==> config.mk <==
export PLATFORM = sky130hd
export DESIGN_NAME = failsafe_watchdog_status_regs
export DESIGN_NICKNAME = d
export VERILOG_FILES = /design/src/failsafe_regs_pkg.sv /design/src/sticky_flag_bank.sv /design/src/failsafe_watchdog_status_regs.sv
export SDC_FILE = /design/constraint.sdc
export NUM_CORES = 1
export LEC_CHECK = 0
export BUFFER_PORTS_ARGS = -buffer_cell sky130_fd_sc_hd__buf_2
export CAP_MARGIN = 20
export CORE_MARGIN = 2
export CORE_UTILIZATION = 61
export CTS_CLUSTER_SIZE = 40
export DETAILED_ROUTE_END_ITERATION = 8
export PLACE_DENSITY = 0.88
export SYNTH_ARGS = -nofsm -noshare
export SYNTH_HDL_FRONTEND = slang
export SYNTH_SLANG_ARGS = --single-unit
export TNS_END_PERCENT = 20
==> constraint.sdc <==
create_clock -name clk -period 12.8 [get_ports clk]
set_input_delay 1.92 -clock clk [delete_from_list [all_inputs] [get_ports clk]]
set_output_delay 1.92 -clock clk [all_outputs]
set_load 0.1 [all_outputs]
==> src/failsafe_regs_pkg.sv <==
/*
 * Shared constants and carriers for the fail-safe register bank.
 * Assumes a serial-control front end that turns each host frame into one
 * register request on the system clock.
 */
package failsafe_regs_pkg;

  // Register indices on the request port.
  localparam logic [2:0] IDX_SCALING = 3'h0;
  localparam logic [2:0] IDX_WINDOW  = 3'h1;
  localparam logic [2:0] IDX_SEED    = 3'h2;
  localparam logic [2:0] IDX_ANSWER  = 3'h3;
  localparam logic [2:0] IDX_STATUS  = 3'h4;

  // Scaling register field layout.
  localparam int OFFSET_CODE_LSB = 10;
  localparam int OFFSET_CODE_W   = 6;
  localparam int POLARITY_BIT    = 9;

  // Window register field layout.
  localparam int WINDOW_LSB   = 12;
  localparam int DUTY_LSB     = 8;
  localparam int DUTY_W       = 3;
  localparam int RECOVERY_LSB = 0;

  // Reset values and write masks.
  localparam logic [15:0] SCALING_RST = 16'h0000;
  localparam logic [15:0] WINDOW_RST  = 16'h320b;
  localparam logic [15:0] SEED_RST    = 16'h5ab2;
  localparam logic [15:0] ANSWER_RST  = 16'h0000;
  localparam logic [15:0] STATUS_RST  = 16'h0000;
  localparam logic [15:0] WINDOW_MASK = 16'hf70f;
  localparam logic [15:0] SCALING_MASK = 16'hfe00;

  // Fixed refresh word of the simple watchdog.
  localparam logic [15:0] SIMPLE_ANSWER = 16'h5ab2;

  // One offset step is 6.25 mV, kept as hundredths of a millivolt.
  localparam logic [16:0] OFFSET_STEP_CMV = 17'h00271;

  // Status bit of the core supply overvoltage flag.
  localparam int CORE_OV_BIT = 15;

  // One register request from the serial front end.
  typedef struct packed {
    logic        wr;
    logic        rd;
    logic [2:0]  idx;
    logic [15:0] wdata;
  } reg_req_s;

endpackage : failsafe_regs_pkg

==> src/sticky_flag_bank.sv <==
/*
 * Sixteen sticky fault flags with write-one-to-clear.
 * Assumes fault inputs are synchronous level indications.
 */
`timescale 1ns/10ps
module sticky_flag_bank
  import failsafe_regs_pkg::*;
(
  // Clock and reset.
  input  wire logic        clk,
  input  wire logic        rst,
  // Fault levels and host clear mask.
  input  wire logic [15:0] fault_in,
  input  wire logic [15:0] clear_in,
  // Held flags.
  output logic      [15:0] flags_q
);

  logic [15:0] flags_d;

  // A fault in the clearing cycle keeps its flag set.
  for (genvar i = 0; i < 16; i++)
  begin : g_flag
    always_comb
    begin
      flags_d[i] = fault_in[i] | (flags_q[i] & ~clear_in[i]);
    end
  end

  // Flags start clear on power-on reset.
  always_ff @(posedge clk or posedge rst)
  begin
    if (rst)
      flags_q <= STATUS_RST;
    else
      flags_q <= flags_d;
  end
endmodule : sticky_flag_bank

==> src/failsafe_watchdog_status_regs.sv <==
/*
 * Fail-safe register bank: scaling offset, watchdog window, seed, answer
 * and rail over/undervoltage status.
 * Assumes the serial front end presents one request per cycle at most and
 * samples the read data on the cycle after a read request.
 */
// Function
// - Offset code is an unsigned magnitude in 6.25 mV steps from zero.
// - Polarity zero means negative offset, one positive; reset clears it.
// - Seed register holds sixteen-bit LFSR value, 0x5ab2 after reset.
// - Core monitor overvoltage sets its status flag to one.
// - Status flags read zero until a fault; reset clears them.
// - Flags clear only on reset or host writing one; zero does nothing.
`timescale 1ns/10ps
module failsafe_watchdog_status_regs
  import failsafe_regs_pkg::*;
(
  // Clock and reset.
  input  wire logic        clk,
  input  wire logic        rst,
  // Register requests from the serial front end.
  input  wire reg_req_s    req,
  output logic      [15:0] rdata_q,
  output logic             rvalid_q,
  // Monitor fault levels, core overvoltage on bit 15.
  input  wire logic [15:0] rail_fault,
  // Watchdog mode select, high for challenger.
  input  wire logic        wdg_challenger_mode,
  // Decoded controls toward the regulators and the watchdog.
  output logic signed [17:0] scaling_offset_cmv_q,
  output logic      [3:0]  wdg_window_period_q,
  output logic      [2:0]  wdg_window_duty_q,
  output logic      [3:0]  wdg_recovery_period_q,
  output logic      [15:0] wdg_expected_answer_q,
  output logic             wdg_answer_written_q,
  output logic             wdg_answer_match_q
);

  ////////////////////////////////////////////////////////////////////////
  // Writable registers.

  logic [15:0] scaling_q, scaling_d;
  logic [15:0] window_q, window_d;
  logic [15:0] wdg_lfsr_seed_q, wdg_lfsr_seed_d;
  logic [15:0] wdg_response_word_q, wdg_response_word_d;
  logic [15:0] status_flags;
  logic [15:0] status_clear;

  // Write decode; reserved bits stay zero.
  always_comb
  begin
    scaling_d           = scaling_q;
    window_d            = window_q;
    wdg_lfsr_seed_d     = wdg_lfsr_seed_q;
    wdg_response_word_d = wdg_response_word_q;
    status_clear        = 16'h0000;
    if (req.wr)
    begin
      unique case (req.idx)
        IDX_SCALING: scaling_d = req.wdata & SCALING_MASK;
        IDX_WINDOW:  window_d = req.wdata & WINDOW_MASK;
        IDX_SEED:    wdg_lfsr_seed_d = req.wdata;
        IDX_ANSWER:  wdg_response_word_d = req.wdata;
        IDX_STATUS:  status_clear = req.wdata;
        default:     ;
      endcase
    end
  end

  // Register the configuration; power-on values load on reset.
  always_ff @(posedge clk or posedge rst)
  begin
    if (rst)
    begin
      scaling_q           <= SCALING_RST;
      window_q            <= WINDOW_RST;
      wdg_lfsr_seed_q     <= SEED_RST;
      wdg_response_word_q <= ANSWER_RST;
    end
    else
    begin
      scaling_q           <= scaling_d;
      window_q            <= window_d;
      wdg_lfsr_seed_q     <= wdg_lfsr_seed_d;
      wdg_response_word_q <= wdg_response_word_d;
    end
  end

  ////////////////////////////////////////////////////////////////////////
  // Status flags.

  // Fault levels set flags; host ones clear them.
  sticky_flag_bank sticky_flag_bank_inst (
    .clk      (clk),
    .rst      (rst),
    .fault_in (rail_fault),
    .clear_in (status_clear),
    .flags_q  (status_flags)
  );

  ////////////////////////////////////////////////////////////////////////
  // Read port and decoded outputs.

  logic [15:0]        rdata_d;
  logic [16:0]        offset_mag;
  logic signed [17:0] offset_d;
  logic [15:0]        expected_d;
  logic               written_d;
  logic               match_d;

  // Read mux; an unmapped index reads zero.
  always_comb
  begin
    unique case (req.idx)
      IDX_SCALING: rdata_d = scaling_q;
      IDX_WINDOW:  rdata_d = window_q;
      IDX_SEED:    rdata_d = wdg_lfsr_seed_q;
      IDX_ANSWER:  rdata_d = wdg_response_word_q;
      IDX_STATUS:  rdata_d = status_flags;
      default:     rdata_d = 16'h0000;
    endcase
  end

  // Offset in hundredths of mV, signed by the polarity bit.
  always_comb
  begin
    offset_mag = 17'(scaling_q[OFFSET_CODE_LSB +: OFFSET_CODE_W]
                     * OFFSET_STEP_CMV);
    if (scaling_q[POLARITY_BIT])
      offset_d = $signed({1'b0, offset_mag});
    else
      offset_d = -$signed({1'b0, offset_mag});
  end

  // Expected answer: challenger (4L+6-4)/4 truncates to L, then inverted; simple mode is 0x5ab2.
  always_comb
  begin
    if (wdg_challenger_mode)
      expected_d = ~16'((({2'b00, wdg_lfsr_seed_q} << 2) + 18'h00006
                        - 18'h00004) >> 2);
    else
      expected_d = SIMPLE_ANSWER;
    written_d = req.wr && (req.idx == IDX_ANSWER);
    match_d   = written_d && (req.wdata == expected_d);
  end

  // All outputs come from flops.
  always_ff @(posedge clk or posedge rst)
  begin
    if (rst)
    begin
      rdata_q               <= 16'h0000;
      rvalid_q              <= 1'b0;
      scaling_offset_cmv_q  <= 18'sh00000;
      wdg_window_period_q   <= WINDOW_RST[WINDOW_LSB +: 4];
      wdg_window_duty_q     <= WINDOW_RST[DUTY_LSB +: DUTY_W];
      wdg_recovery_period_q <= WINDOW_RST[RECOVERY_LSB +: 4];
      wdg_expected_answer_q <= SIMPLE_ANSWER;
      wdg_answer_written_q  <= 1'b0;
      wdg_answer_match_q    <= 1'b0;
    end
    else
    begin
      rdata_q               <= rdata_d;
      rvalid_q              <= req.rd;
      scaling_offset_cmv_q  <= offset_d;
      wdg_window_period_q   <= window_q[WINDOW_LSB +: 4];
      wdg_window_duty_q     <= window_q[DUTY_LSB +: DUTY_W];
      wdg_recovery_period_q <= window_q[RECOVERY_LSB +: 4];
      wdg_expected_answer_q <= expected_d;
      wdg_answer_written_q  <= written_d;
      wdg_answer_match_q    <= match_d;
    end
  end
endmodule : failsafe_watchdog_status_regs

## Word level (Yosys, flattened, before mapping)

Cells that the tools add are included.

- Register bits after elaboration: 130
- Output and inout port bits: 64

- $add $sub $neg: 3
- Multiply operators: 1
- Equality and inequality tests: 5
- Multiplexer cells: 5
- Bitwise operators: 49
- Reductions and logical operators: 7

Operator list:

| operator | number |
|---|---|
| one-hot mux 16 bit (5 select lines) | 1 |
| 2-to-1 mux 16 bit | 3 |
| adder 18 x 3 -> 18 bit (second input constant) | 1 |
| 2-to-1 mux 18 bit | 1 |
| negation 16 -> 18 bit | 1 |
| subtractor 18 x 3 -> 18 bit (second input constant) | 1 |
| AND 1 bit | 16 |
| equality test 16 bit | 1 |
| multiplier 6 x 10 -> 16 bit (second input constant) | 1 |
| inverter 1 bit | 16 |
| inverter 16 bit | 1 |
| OR 1 bit | 16 |
| AND reduction 2 bit | 4 |
| equality test 3 x 2 -> 1 bit (second input constant) | 2 |
| equality test 3 x 1 -> 1 bit (second input constant) | 1 |
| equality test 3 bit (second input constant) | 1 |
| logical NOT 3 bit | 1 |
| logical AND 1 bit | 2 |

## Logic depth before layout (Yosys ltp)

- Word-level depth: 6
- Gate-level depth with buffers: 15
- Depth with buffers taken out: 15

## Modules after synthesis

Synthesis repeated with hierarchy kept, for this count alone.

- Cell total of the unflattened synthesis: 542
- Area, all modules: 6,246.0 um^2

By module, submodules not included:

| module | instances | cells each | area an instance (um^2) |
|---|---|---|---|
| failsafe_watchdog_status_regs | 1 | 493 | 5,661.7 |
| sticky_flag_bank | 1 | 49 | 584.3 |

## Least setup slack after synthesis

Ideal clock, no wire load.

- Path kind: register -> register
- From: reg scaling_q[15]
- To: reg scaling_offset_cmv_q[17]
- Library setup time: 132 ps
- Data arrival time: 3,187 ps
- Required time: 12,668 ps
- Path slack: 9,481 ps
- Stages on the path, launching flop included: 12
- Path buffers: 1
- Clock period less this slack: 3,319 ps
- Cells stage by stage: dfrtp_1 -> fa_1 -> fa_1 -> ha_1 -> ha_1 -> buf_4 -> a21o_1 -> a21oi_1 -> a21oi_2 -> a2111oi_4 -> and4_1 -> nor2_1

- Cells in the longest elaborated chain, start to end: 3

Ends and longest elaborated chain:

| what | line | source |
|---|---|---|
| start, declared | failsafe_watchdog_status_regs.sv:42 | `logic [15:0] scaling_q, scaling_d;` |
| start signal, assigned | failsafe_watchdog_status_regs.sv:82 | `scaling_q <= scaling_d;` |
| multiplier 6 x 10 -> 16 bit | failsafe_watchdog_status_regs.sv:128 | `* OFFSET_STEP_CMV);` |
| negation 16 -> 18 bit | failsafe_watchdog_status_regs.sv:132 | `offset_d = -$signed({1'b0, offset_mag});` |
| 2-to-1 mux 18 bit | failsafe_watchdog_status_regs.sv:129 | `if (scaling_q[POLARITY_BIT])` |
| net offset_d[17] | failsafe_watchdog_status_regs.sv:106 | `logic signed [17:0] offset_d;` |
| end signal, assigned | failsafe_watchdog_status_regs.sv:166 | `scaling_offset_cmv_q <= offset_d;` |
| end, declared | failsafe_watchdog_status_regs.sv:30 | `output logic signed [17:0] scaling_offset_cmv_q,` |

The timed path passes the listed nets, and every way through them passes these cells.
A chain may end at the register's enable or synchronous reset.

## Worst setup path after layout

- From: in req[16] in the netlist's numbering
- To: reg wdg_answer_match_q

- Cells in the longest elaborated chain, start to end: 3

Ends and longest elaborated chain:

| what | line | source |
|---|---|---|
| start, declared | failsafe_watchdog_status_regs.sv:22 | `input wire reg_req_s req,` |
| equality test 3 x 2 -> 1 bit | failsafe_watchdog_status_regs.sv:143 | `written_d = req.wr && (req.idx == IDX_ANSWER);` |
| logical AND 1 bit | failsafe_watchdog_status_regs.sv:143 |  |
| logical AND 1 bit | failsafe_watchdog_status_regs.sv:144 | `match_d = written_d && (req.wdata == expected_d);` |
| net match_d | failsafe_watchdog_status_regs.sv:109 | `logic match_d;` |
| end signal, assigned | failsafe_watchdog_status_regs.sv:172 | `wdg_answer_match_q <= match_d;` |
| end, declared | failsafe_watchdog_status_regs.sv:36 | `output logic wdg_answer_match_q` |

The timed path passes the listed nets, and every way through them passes these cells.

==> results_tabular.tex <==
\begin{tabular}{lr}
\hline
Metric & Value \\
\hline
\multicolumn{2}{l}{\textbf{Status}} \\
Run status & complete, no violations \\
\multicolumn{2}{l}{\textbf{Pwr}} \\
Sw Share & 46.63\% \\
Switching power total & 0.8968 mW \\
P\_leak & 3.397 nW \\
Proportion of power drawn by flip-flops and latches & 29.5\% \\
Cell Pwr Density & 261.1 nW/um\^{}2 \\
Internal cell power & 1.026 mW \\
Peak VDD IR & 0.0001911 V \\
Share of power burned in the clock network & 24.4\% \\
Combinational fraction of design power & 46.2\% \\
\multicolumn{2}{l}{\textbf{Worst setup path}} \\
Largest stage delay on the critical path & 0.80 ns \\
Worst reg2reg path startpoint & scaling\_q[10] \\
Category of the critical setup timing path & input port to register \\
Kind of launch point of the worst setup path & input port \\
CP endpoint kind & register \\
Sequence of cells on the critical path & buf\_2 -> nand4b\_1 -> inv\_1 -> nand4\_1 -> nor4\_1 \\
Count of cell instances traversed by the critical path & 5 \\
FF-to-FF path depth & 15 \\
Family of cells with the greatest summed delay on the critical path & simple AND/OR/NAND/NOR gates \\
Data arrival time of the worst path & 4.49 ns \\
Total buffers and inverters traversed by the critical path & 2 \\
Flop2flop setup slack & 9.02 ns \\
Standard cell with the maximum stage delay on the critical path & sky130\_fd\_sc\_hd\_\_nand4b\_1 \\
R2r endpoint & scaling\_offset\_cmv\_q[15] \\
Data required time of the critical path & 13.23 ns \\
Maximum fanout along the worst path & 26 \\
\multicolumn{2}{l}{\textbf{Final layout}} \\
Final core occ & 75.00\% \\
Area grow syn2layout & 18.91\% \\
Fraction of layout cells with a size suffix above 1 & 31.43\% \\
Number of nets at the end of the flow & 725 \\
Filler cell count & 622 \\
\multicolumn{2}{l}{\textbf{Logic synthesis}} \\
Synthesized-area fraction occupied by and/or/nand/nor cells & 12.61\% \\
Compound-Gate Fraction of Synth Area & 12.20\% \\
Sequential cell area fraction in the yosys report & 53.09\% \\
Number of different library cells in the post-synthesis netlist & 57 \\
Area of the mapped netlist & 6193 um\^{}2 \\
Multiplexer share of the synthesized area & 7.232\% \\
Adder and majority gate portion of the synthesized area & 7.515\% \\
Number of register bits inferred by synthesis & 130 \\
Syn\_nets & 628 \\
Primary flip-flop cell chosen by synthesis mapping & sky130\_fd\_sc\_hd\_\_dfrtp\_1 \\
Xor and xnor fraction of the mapped netlist area & 3.939\% \\
Largest family of logic cells by synthesized area & simple AND/OR/NAND/NOR gates \\
Fraction of registers with async set/reset & 100.0\% \\
Cell count after synthesis & 555 \\
Mean instance size in the synthesized netlist & 11.16 um\^{}2 \\
Number of enable flip-flop cells after synthesis & 0 \\
Synth warnings & 0 \\
\multicolumn{2}{l}{\textbf{Clock network}} \\
TritonCTS buffer count & 17 \\
Number of resized instances in the post-cts repair step & 0 \\
Max Buffers Root-to-Sink & 2 \\
Library cell used as clock root buffer & sky130\_fd\_sc\_hd\_\_clkbuf\_8 \\
Clock transition at the registers of the reported paths & 0.06 ns \\
CTS H-Tree Depth & 4 \\
Number of setup buffers added after CTS & 0 \\
Clk sinks & 130 \\
TritonCTS clock tree & built \\
Number of hold buffers added after cts & 0 \\
Clock latency at the later pin of the worst-skew pair & 0.53 ns \\
\multicolumn{2}{l}{\textbf{Min path}} \\
Number of stages on the worst hold path & 0 \\
Hold Path End & wdg\_window\_period\_q[1] \\
HP Class & register to register \\
Worst min-delay path startpoint & window\_q[13] \\
\multicolumn{2}{l}{\textbf{Routing}} \\
Ratio of routed vias to standard cells & 6.025 \\
Number of iterations in the first detailed-routing pass & 5 \\
Routed via count & 4814 \\
Average routed wire per standard cell & 19.45 um \\
Drt initial violations & 372 \\
Post-detailed-route DRC marker count & 0 \\
Number of nets with antenna violations after routing & 0 \\
Final Routed Wirelength & 15540 um \\
\multicolumn{2}{l}{\textbf{Timing}} \\
Post-layout min period & 4.066 ns \\
Worst clock skew & 0.008629 ns \\
Number of setup violations in the final report & 0 \\
Setup repair after global routing missed its margin & false \\
Final Hold Violating Endpoints & 0 \\
Max Fclk & 245.9 MHz \\
Final Max Slew Viols & 0 \\
Relative slew slack & 24.81\% \\
Total negative slack & 0 ns \\
Ratio of final minimum period to clock period & 31.77\% \\
Transition time of the tightest slew-check pin & 1.123 ns \\
\multicolumn{2}{l}{\textbf{Global route}} \\
GRT overflow & 0 \\
Maximum number of pins on one net before global-route repair & 71 \\
Antenna violations before repair & 1 \\
Vias in the first global route & 4872 \\
First-pass GRT wire length & 24880 um \\
Global-route usage over all layers & 29.40\% \\
\multicolumn{2}{l}{\textbf{Place}} \\
Number of I/O port buffers & 103 \\
Half-perimeter wire length after detailed placement & 9573 um \\
Weighted congestion at the end of routability-driven global placement & 0.8337 \\
\multicolumn{2}{l}{\textbf{Floorplanning}} \\
Die area & 10970 um\^{}2 \\
Initial Util & 63.07\% \\
Die span in y & 104.8 um \\
Count of standard-cell rows & 36 \\
Horizontal die dimension & 104.8 um \\
CORE AREA & 9819 um\^{}2 \\
Number of I/O pins & 104 \\
\multicolumn{2}{l}{\textbf{Run}} \\
MaxCap Viol Count & 0 \\
\hline
\end{tabular}
-- stage by stage --
stage | setup slack [ns] | cell area [um^2] | instances | power [mW] | hold slack (ns)
6_report | 8.734 | 7365 | 799 | 1.923 | 0.3783
5_1_grt | 8.529 | 7365 | 799 | 2.015 | 0.3845
4_1_cts | 8.830 | 7357 | 797 | 1.924 | 0.3785
3_5_place_dp | 8.407 | 6785 | 765 | 1.443 | 0.3655
3_3_place_gp | 8.578 | 6785 | 765 | 1.419 | 0.3647
2_1_floorplan | 7.457 | 6193 | 555 | 1.298 | 0.3591
-- flip-flops by register name, summed over array words and instances (netlist names) --
signal                         count
wdg_window_duty_q                  3
scaling_offset_cmv_q              18
sticky_flag_bank_inst.flags_q     16
wdg_window_period_q                4
rvalid_q                           1
scaling_q                          7
wdg_answer_match_q                 1
wdg_answer_written_q               1
wdg_lfsr_seed_q                   16
wdg_expected_answer_q             16
wdg_response_word_q               16
window_q                          11
wdg_recovery_period_q              4
rdata_q                           16
-- layout make-up --
type / instances / area [um^2] / share of cell area (%)
antenna: 1 / 2.502 / 0.03398
clock buffer: 18 / 427.9 / 5.810
sequential: 130 / 3288 / 44.65
timing repair buffer: 106 / 535.5 / 7.272
clock inverter: 14 / 143.9 / 1.954
inverter: 25 / 96.34 / 1.308
multi-input combinational: 372 / 2704 / 36.71
tap: 133 / 166.4 / 2.260
-- worst register-to-register path, delay by kind of cell (launching register included) --
kind | cells | cell delay (ns)
buffers and inverters | 4 | 0.38
AND/OR/NAND/NOR | 2 | 0.31
adder cells (fa/ha/maj) | 5 | 1.55
AO/OA/AOI/OAI | 4 | 0.91
flip-flops | 1 | 0.53
-- cells in the mapped netlist, drive strengths merged (2+ instances only) --
master	number	share of area [%]
a211oi	4	0.73
a21o	19	2.3
a21oi	9	0.79
a22oi	16	1.9
a31oi	5	0.51
a32o	3	0.48
a32oi	3	0.42
and3	2	0.20
buf	11	0.87
clkbuf	17	1.0
dfrtp	102	41
dfstp	28	12
fa	7	2.3
ha	26	5.3
inv	25	1.5
mux2	30	5.5
mux2i	11	1.8
nand2	86	5.2
nand2b	6	0.61
nand3	4	0.32
nand3b	3	0.36
nand4	4	0.40
nor2	17	1.1
nor2b	15	1.5
nor3	7	0.57
nor3b	4	0.48
nor4	3	0.40
o21ai	30	2.4
o21bai	2	0.24
o22ai	11	1.1
or2	3	0.30
xnor2	18	2.7
xor2	9	1.3
-- worst max path at each step --
stage | from | endpoint
6_report | req[16] | wdg_answer_match_q
5_1_grt | req[16] | wdg_answer_match_q
4_1_cts | req[16] | wdg_answer_match_q
3_5_place_dp | req[16] | wdg_answer_match_q
3_3_place_gp | req[16] | wdg_answer_match_q
2_1_floorplan | rst | rdata_q[0]
-- cell families after synthesis --
logic type                 Yosys count
adders and majority gates           33
xor gates and xnor gates            27
DFF                                130
and+or+nand+nor                    162
AOI/OAI and AO/OA                  109
buffers and inverters               53
muxes                               41
-- placed cells by master (no fill, tap or decap), types with 17 or more instances in the layout --
master                    count
sky130_fd_sc_hd__a21o_1      19
sky130_fd_sc_hd__buf_2      104
sky130_fd_sc_hd__dfrtp_1    102
sky130_fd_sc_hd__dfstp_2     28
sky130_fd_sc_hd__ha_1        26
sky130_fd_sc_hd__inv_1       24
sky130_fd_sc_hd__mux2_2      30
sky130_fd_sc_hd__nand2_1     86
sky130_fd_sc_hd__o21ai_0     27
sky130_fd_sc_hd__xnor2_1     17
-- power by group through the flow --
stage               Sequential, mW  Combinational [mW]  Clock (mW)
floorplan                    0.898               0.400           0
global placement             0.564               0.855           0
detailed placement           0.568               0.875           0
CTS                          0.565               0.888       0.471
global route                 0.576               0.947       0.493
finish                       0.567               0.888       0.469
-- per-layer routing --
metal | wire length [um] | global-route usage (%)
met1 | 6194 | 37.37
met2 | 7693 | 48.05
met3 | 1165 | 8.047
met4 | 485 | 11.62
met5 | 0 | 0
(Power assumes the default switching activity.)
